<file path="src/verilog/asx_params.svh">
// Timing and layout constants for the static memory port controller
`ifndef ASX_PARAMS_SVH
`define ASX_PARAMS_SVH
`define ASX_CLK_PS            5000
`define ASX_ADDR_W            18
`define ASX_DATA_W            16
`define ASX_LANE_W            8
`define ASX_POWERUP_US        100
`define ASX_POWERUP_CYC       ((`ASX_POWERUP_US * 1000000 + `ASX_CLK_PS - 1) / `ASX_CLK_PS)
`define ASX_ADDR_DATA_NS      10
`define ASX_OE_DATA_NS        5
`define ASX_LANE_OFF_NS       6
`define ASX_ADDR_SETUP_NS     7
`define ASX_LANE_SETUP_NS     7
`define ASX_WR_TURNOFF_NS     5
`define ASX_DATA_SETUP_NS     6
`define ASX_NS2CYC(ns)        (((ns) * 1000 + `ASX_CLK_PS - 1) / `ASX_CLK_PS)
`define ASX_MAX2(a, b)        (((a) > (b)) ? (a) : (b))
`define ASX_RD_CYC            (`ASX_MAX2(`ASX_NS2CYC(`ASX_ADDR_DATA_NS), `ASX_NS2CYC(`ASX_OE_DATA_NS)) + 1)
`define ASX_WR_CYC            (`ASX_MAX2(`ASX_MAX2(`ASX_NS2CYC(`ASX_ADDR_SETUP_NS), `ASX_NS2CYC(`ASX_LANE_SETUP_NS)), `ASX_NS2CYC(`ASX_WR_TURNOFF_NS + `ASX_DATA_SETUP_NS)))
`define ASX_TURN_CYC          `ASX_NS2CYC(`ASX_LANE_OFF_NS)
`define ASX_CNT_W             16
`endif

</file>
<file path="src/verilog/asx_pkg.sv">
// Types for the static memory port controller
package asx_pkg;
  typedef enum logic [5:0] {
    ASX_POWERUP = 6'h01,
    ASX_IDLE    = 6'h02,
    ASX_RD      = 6'h04,
    ASX_WR      = 6'h08,
    ASX_WR_END  = 6'h10,
    ASX_TURN    = 6'h20
  } asx_state_e;
endpackage

</file>
<file path="src/verilog/asx_timer.sv">
// Down counter for phase lengths of the memory controller
`timescale 1ns/10ps
`include "asx_params.svh"
module asx_timer
  import asx_pkg::*;
(
  // Clock and reset
  input  wire logic                  clk,
  input  wire logic                  nrst,
  // Control
  input  wire logic                  load,
  input  wire logic [`ASX_CNT_W-1:0] load_val,
  // Status
  output logic                       done
);
  logic [`ASX_CNT_W-1:0] cnt_q;

  always_ff @(posedge clk) begin
    if (!nrst) cnt_q <= '0;
    else if (load) cnt_q <= load_val;
    else if (cnt_q != '0) cnt_q <= cnt_q - 1'b1;
  end

  assign done = (cnt_q == '0);
endmodule // asx_timer

</file>
<file path="src/verilog/asx_ctrl.sv">
// Host controller for an asynchronous 16-bit static memory
//
// Functional notes
// - Write only in select/strobe/lane overlap
// - Data held around the write-ending edge
// - Strobe write with OE low: turnoff+setup
// - Write strobe high during every read
// - Address valid by chip select fall
// - Wait power-up interval before first access
// - Address stable 7 ns before write end
// - Lane enable 7 ns before write end
`timescale 1ns/10ps
`include "asx_params.svh"
module asx_ctrl
  import asx_pkg::*;
#(
  parameter int unsigned POWERUP_CYC = `ASX_POWERUP_CYC
)
(
  // Clock and reset
  input  wire logic                   CORE_CLK,
  input  wire logic                   NRST,
  // User request
  input  wire logic                   REQ_VALID,
  output logic                        REQ_READY,
  input  wire logic                   REQ_WRITE,
  input  wire logic [`ASX_ADDR_W-1:0] REQ_ADDR,
  input  wire logic [`ASX_DATA_W-1:0] REQ_WDATA,
  input  wire logic [1:0]             REQ_LANES,
  // User read answer
  output logic                        RSP_VALID,
  output logic [`ASX_DATA_W-1:0]      RSP_RDATA,
  // Memory pins
  output logic [`ASX_ADDR_W-1:0]      MEM_ADDR,
  output logic                        MEM_CS_N,
  output logic                        MEM_OE_N,
  output logic                        MEM_WE_N,
  output logic                        MEM_LOW_LANE_ENABLE_N,
  output logic                        MEM_HIGH_LANE_ENABLE_N,
  input  wire logic [`ASX_DATA_W-1:0] MEM_DQ_IN,
  output logic [`ASX_DATA_W-1:0]      MEM_DQ_OUT,
  output logic [1:0]                  MEM_DQ_OE
);
  // ----------------------------------------------------------------
  // Phase lengths
  // ----------------------------------------------------------------
  localparam logic [`ASX_CNT_W-1:0] RD_LEN   = `ASX_CNT_W'(`ASX_RD_CYC);
  localparam logic [`ASX_CNT_W-1:0] WR_LEN   = `ASX_CNT_W'(`ASX_WR_CYC);
  localparam logic [`ASX_CNT_W-1:0] TURN_LEN = `ASX_CNT_W'(`ASX_TURN_CYC);
  localparam logic [`ASX_CNT_W-1:0] PU_LEN   = `ASX_CNT_W'(POWERUP_CYC);

  function automatic logic [1:0] lane_mask(input logic [1:0] l);
    lane_mask = (l == 2'b00) ? 2'b11 : l;
  endfunction

  asx_state_e                 state_q, state_d;
  logic [`ASX_ADDR_W-1:0]     addr_q;
  logic [`ASX_DATA_W-1:0]     wdata_q, rdata_q;
  logic [1:0]                 lanes_q;
  logic                       cs_n_q, oe_n_q, we_n_q, rsp_q;
  logic [1:0]                 ben_n_q, dq_oe_q;
  logic                       tmr_load, tmr_done;
  logic [`ASX_CNT_W-1:0]      tmr_val;
  logic                       take_req;
  logic                       pu_arm_q;
  logic [`ASX_DATA_W-1:0]     rd_merge;

  // ----------------------------------------------------------------
  // Phase timer, also counts the power-up wait
  // ----------------------------------------------------------------
  asx_timer u_timer (
    .clk      (CORE_CLK),
    .nrst     (NRST),
    .load     (tmr_load),
    .load_val (tmr_val),
    .done     (tmr_done)
  );

  // ----------------------------------------------------------------
  // Request acceptance and phase sequencing
  // ----------------------------------------------------------------
  assign REQ_READY = (state_q == ASX_IDLE);
  assign take_req  = REQ_READY && REQ_VALID;

  always_comb begin
    state_d  = state_q;
    tmr_load = 1'b0;
    tmr_val  = RD_LEN;
    case (state_q)
      ASX_POWERUP: begin
        // First cycle after reset loads the wait, later cycles count it
        if (pu_arm_q) begin
          tmr_load = 1'b1;
          tmr_val  = PU_LEN;
        end else if (tmr_done) begin
          state_d = ASX_IDLE;
        end
      end
      ASX_IDLE: begin
        if (take_req) begin
          tmr_load = 1'b1;
          tmr_val  = REQ_WRITE ? WR_LEN : RD_LEN;
          state_d  = REQ_WRITE ? ASX_WR : ASX_RD;
        end
      end
      ASX_RD: begin
        if (tmr_done) begin
          tmr_load = 1'b1;
          tmr_val  = TURN_LEN;
          state_d  = ASX_TURN;
        end
      end
      ASX_WR: begin
        if (tmr_done) state_d = ASX_WR_END;
      end
      ASX_WR_END: begin
        tmr_load = 1'b1;
        tmr_val  = TURN_LEN;
        state_d  = ASX_TURN;
      end
      ASX_TURN: begin
        if (tmr_done) state_d = ASX_IDLE;
      end
      default: state_d = ASX_IDLE;
    endcase
  end

  // ----------------------------------------------------------------
  // Read data merge
  // ----------------------------------------------------------------
  // Read lanes captured only where enabled
  generate
    for (genvar g = 0; g < 2; g++) begin : g_lane
      assign rd_merge[g*`ASX_LANE_W +: `ASX_LANE_W] = lanes_q[g] ?
        MEM_DQ_IN[g*`ASX_LANE_W +: `ASX_LANE_W] : rdata_q[g*`ASX_LANE_W +: `ASX_LANE_W];
    end
  endgenerate

  // ----------------------------------------------------------------
  // Registers
  // ----------------------------------------------------------------
  always_ff @(posedge CORE_CLK) begin
    // Every reset arms the power-up wait again
    if (!NRST) begin
      state_q  <= ASX_POWERUP;
      pu_arm_q <= 1'b1;
    end else begin
      state_q  <= state_d;
      pu_arm_q <= 1'b0;
    end
  end

  always_ff @(posedge CORE_CLK) begin
    if (!NRST) begin
      addr_q  <= '0;
      wdata_q <= '0;
      lanes_q <= 2'h0;
    end else if (take_req) begin
      addr_q  <= REQ_ADDR;
      wdata_q <= REQ_WDATA;
      lanes_q <= lane_mask(REQ_LANES);
    end
  end

  // ----------------------------------------------------------------
  // Pin phase: address, lanes, select and strobes start on the same edge; a write strobe rises one edge before select and lanes
  // ----------------------------------------------------------------
  always_ff @(posedge CORE_CLK) begin
    if (!NRST) begin
      cs_n_q  <= 1'b1;
      oe_n_q  <= 1'b1;
      we_n_q  <= 1'b1;
      ben_n_q <= 2'h3;
      dq_oe_q <= 2'h0;
    end else begin
      cs_n_q  <= !(state_d == ASX_RD || state_d == ASX_WR || state_d == ASX_WR_END);
      oe_n_q  <= !(state_d == ASX_RD);
      we_n_q  <= !(state_d == ASX_WR);
      // Lanes stay low through the write end so the strobe alone ends it
      ben_n_q <= (state_d == ASX_RD || state_d == ASX_WR || state_d == ASX_WR_END) ?
                 ~(take_req ? lane_mask(REQ_LANES) : lanes_q) : 2'h3;
      dq_oe_q <= (state_d == ASX_WR || state_d == ASX_WR_END) ?
                 (take_req ? lane_mask(REQ_LANES) : lanes_q) : 2'h0;
    end
  end

  // ----------------------------------------------------------------
  // Read data sampled on the last cycle of the read phase
  // ----------------------------------------------------------------
  always_ff @(posedge CORE_CLK) begin
    if (!NRST) begin
      rdata_q <= '0;
      rsp_q   <= 1'b0;
    end else begin
      rsp_q <= (state_q == ASX_RD) && tmr_done;
      if ((state_q == ASX_RD) && tmr_done) rdata_q <= rd_merge;
    end
  end

  // ----------------------------------------------------------------
  // Outputs
  // ----------------------------------------------------------------
  assign MEM_ADDR               = addr_q;
  assign MEM_CS_N               = cs_n_q;
  assign MEM_OE_N               = oe_n_q;
  assign MEM_WE_N               = we_n_q;
  assign MEM_LOW_LANE_ENABLE_N  = ben_n_q[0];
  assign MEM_HIGH_LANE_ENABLE_N = ben_n_q[1];
  assign MEM_DQ_OUT             = wdata_q;
  assign MEM_DQ_OE              = dq_oe_q;
  assign RSP_VALID              = rsp_q;
  assign RSP_RDATA              = rdata_q;
endmodule // asx_ctrl

</file>
<file path="config.mk">
export PLATFORM = sky130hd
export DESIGN_NAME = asx_ctrl
export DESIGN_NICKNAME = d
export VERILOG_FILES = /design/src/verilog/asx_pkg.sv /design/src/verilog/asx_timer.sv /design/src/verilog/asx_ctrl.sv
export VERILOG_INCLUDE_DIRS = /design/src /design/src/verilog
export SDC_FILE = /design/constraint.sdc
export NUM_CORES = 1
export LEC_CHECK = 0
export ABC_CLOCK_PERIOD_IN_PS = 2100
export BUFFER_PORTS_ARGS = -buffer_cell sky130_fd_sc_hd__buf_4
export CAP_MARGIN = 20
export CORE_ASPECT_RATIO = 0.9
export CORE_MARGIN = 5
export CORE_UTILIZATION = 32
export CTS_BUF_LIST = sky130_fd_sc_hd__clkbuf_8
export DETAILED_ROUTE_END_ITERATION = 8
export GPL_TIMING_DRIVEN = 0
export HOLD_SLACK_MARGIN = 0.15
export PLACE_DENSITY = 0.56
export SLEW_MARGIN = 20
export SYNTH_ARGS = -nofsm -noshare
export SYNTH_HDL_FRONTEND = slang
export SYNTH_SLANG_ARGS = --single-unit
</file>
<file path="constraint.sdc">
create_clock -name CORE_CLK -period 2.1 [get_ports CORE_CLK]
set_clock_uncertainty 0.05 [all_clocks]
set_input_delay 0.42 -clock CORE_CLK [delete_from_list [all_inputs] [get_ports CORE_CLK]]
set_output_delay 0.42 -clock CORE_CLK [all_outputs]
set_load 0.01 [all_outputs]
</file>
==> results.cfg <==
[global_route]
grt_pass1_vias = 2984
overflow = 0
grt_max_degree = 14
antenna_found_initial = 0
groute.usage.overall_pct = 15.0
grt_pass1_wl_um = 14700

[final_layout]
syn_to_final_growth_pct = 45.8
fillers = 980
layout.nets = 583
seq_area_mm2 = 0.00168
mostFrequentLayoutCells = 131 x buf_4, 82 x nand2_1, 74 x dfxtp_1, 43 x a21oi_1, 42 x nor2_1
drive_gt1_share_pct = 36.3
antenna_cells = 0
multi_input_area_mm2 = 0.00166
fin_cells = 660
final_common_cell = buf_4
final_area_mm2 = 0.00483

[worst_hold_path]
holdPathStages = 3
hold_start = MEM_DQ_IN[14]
min_path_type = in2reg

[timing]
rsz0062_at_grt = yes
finalWorstSetupSlack_ns = -0.153
max_slew_margin_pct = 61.4
timing.hold.ws_ns = 0.243
tightest_slew_ns = 0.576
fin_tns_setup_ns = -2.93
hold_viol_final = 0
max_freq_mhz = 444
fin_crit_sh_pct = 107
final-max-slew-violation-count = 0
finalSetupViolCount = 25
layout_min_cycle_time_ns = 2.25

[yosys]
syn_area_per_cell_um2 = 8.52
syn_area_mm2 = 0.00331
synth_cell_type_count = 41
synth_edf_count = 0
synth_top_area_cell = dfxtp_1
synth_top_area_share_pct = 50.1
synth_ff_type = dfxtp_1
synth_seq_cells = 83
ys_seq_area_share_pct = 50.1
async_flop_share_pct = 0
netlist_instances = 389
synth_fp_nets = 446
synth-warning-count = 0
synth_area_leaders = dfxtp_1 50%, nand2_1 9.6%, a21oi_1 6.6%, mux2i_1 5.4%, nor2_1 4.9%

[power_and_ir_drop]
combinationalPowerShare_pct = 33.1
seq_power_share_pct = 40.8
power.density_mw_per_mm2 = 971
p_leak_nw = 2.14
intPower_w = 0.00318
ir_worst_vdd_mv = 0.446
clkPwrFrac_pct = 26.1
p_switching_w = 0.00151
switching_share_pct = 32.2

[critical_path]
crit_path_end = RSP_RDATA[8]$_SDFFE_PN0P_
arrival_ns = 2.43
reg2reg_to = RSP_RDATA[8]$_SDFFE_PN0P_
end_kind = register
critPathSlowestCell = or4b_4
worstSetupPathType = reg2reg
worstPathMaxFanout = 8
crit_chain = inv_2 > ha_4 > or4b_4 > buf_12 > nor4_4 > buf_4 > nand4_4 > mux2i_1 > nor2_1
cp.required_ns = 2.28
startpoint = u_timer.cnt_q[0]$_SDFFE_PN0P_
r2r_start = u_timer.cnt_q[0]$_SDFFE_PN0P_
cpPeakStageDelay_ns = 0.48
cp-start-kind = register
regToRegSetupSlack_ns = -0.15
r2r_cells = 9

[drt]
drc = 0
wl_um = 9330
drt_iter0_markers = 112
postRouteAntennaNets = 0
drt_pass1_iterations = 4
drt-vias-per-instance = 4.70
via_count = 3105
wl_per_cell_um = 14.1

[clocking]
cts_tree = built
cts_made_buffers = 9
clkLatencyLatePin_ns = 0.35
clock_sinks = 83
cts_root_buffer = clkbuf_8
cts_buffer_depth = 2
cts.clk_slew.worst_paths_ns = 0.08
h-tree-depth = 3

[die]
core_area_mm2 = 0.0102
die_h_um = 107
die_area_mm2 = 0.0125
fp-row-count = 35
ios = 115
die_w_um = 117
start_util_pct = 32.5

[job]
maxCapViolCount = 0

[run_status]
outcome = complete, but fails checks
violations = setup timing

[placed_design]
place_worst_setup_slack_ns = -0.354
placed_area_mm2 = 0.00435
routabilityCongestion = 0.810
dp_hpwl_um = 6880
io_buffers = 114
dp.cells = 632
-- critical path: cells and delay by family, from the launching register on --
kind	cells	cell delay (ns)
simple gates	4	0.96
buf+inv	3	0.41
flops	1	0.33
mux	1	0.24
fa+ha+maj	1	0.13
-- cell usage after synthesis (all sizes together) (3+ instances only) --
cell,instances
nand2,85
dfxtp,83
a21oi,44
nor2,43
clkbuf,18
mux2i,18
nor3,9
nor4,8
o21ai,8
inv,6
or4,6
buf,5
xnor2,5
nand3b,4
nand4,4
xor2,4
and3,3
nand2b,3
nand3,3
nor2b,3
nor3b,3
o211ai,3
o21a,3
or3,3
-- routing by layer --
| layer | GRT usage (%) | up-vias | routed length [um] |
|---|---|---|---|
| met3 | 3.64 | 10 | 569 |
| met4 | 6.63 | 0 | 140 |
| li1 | - | 1598 | - |
| met1 | 19.5 | 1422 | 4100 |
| met2 | 23.3 | 75 | 4520 |
| met5 | 0 | - | 0 |
-- flip-flops by register name (all words and copies together) (netlist names), 2 cells and up --
signal / flops
lanes_q: 2
MEM_DQ_OE: 2
RSP_RDATA: 16
MEM_ADDR: 18
u_timer.cnt_q: 16
MEM_DQ_OUT: 16
state_q: 6
ben_n_q: 2
-- power groups by stage --
stage | logic [W] | registers (W) | clock network [W]
after floorplan | 0.000928 | 0.00189 | 0
final | 0.00155 | 0.00192 | 0.00123
after global placement | 0.00121 | 0.00192 | 0
after global routing | 0.00173 | 0.00194 | 0.00133
after CTS | 0.00145 | 0.00191 | 0.00126
after detailed placement | 0.00122 | 0.00192 | 0
-- repair_timing --
action / 4_1_cts / 5_1_grt
gates cloned: 0 / 1
buffers inserted: 10 / 7
setup endpoints to repair: 71 / 74
gates resized for setup: 25 / 41
pin swaps: 14 / 9
hold buffers: 0 / 0
-- layout make-up --
class	count	share of cell area (%)
Clock buffer	9	2.56
Multi-Input combinational cell	277	34.4
Tap cell	129	3.34
Inverter	6	0.466
Buffer	17	1.81
Sequential cell	83	34.8
Clock inverter	7	1.76
Timing Repair Buffer	132	20.9
-- worst min-delay path by stage --
stage                                    end  slack (ns)
2_1_floorplan  u_timer.cnt_q[3]$_SDFFE_PN0P_        0.42
4_1_cts           RSP_RDATA[10]$_SDFFE_PN0P_        0.23
5_1_grt          MEM_DQ_OUT[14]$_SDFFE_PN0P_        0.24
3_5_place_dp        MEM_ADDR[7]$_SDFFE_PN0P_        0.40
3_3_place_gp      MEM_DQ_OUT[1]$_SDFFE_PN0P_        0.39
6_report          RSP_RDATA[14]$_SDFFE_PN0P_        0.24
-- cell families (layout without fill, tap and decap cells) --
logic type | Yosys count | in the layout | share of synthesized area (%)
AO/OA/AOI/OAI | 65 | 65 | 11.1
XOR/XNOR | 9 | 9 | 2.38
adder cells (fa/ha/maj) | 1 | 1 | 0.377
buffers and inverters | 29 | 171 | 3.40
flip-flops | 83 | 83 | 50.1
multiplexers | 18 | 18 | 5.44
AND/OR/NAND/NOR | 184 | 184 | 27.2
-- through the flow --
step	utilization (%)	total power [W]
3_3_place_gp	42.6	0.00313
4_1_cts	46.2	0.00461
6_report	47.4	0.00469
5_1_grt	47.4	0.00499
3_5_place_dp	42.6	0.00314
2_1_floorplan	-	0.00282
(Power assumes the default switching activity.)
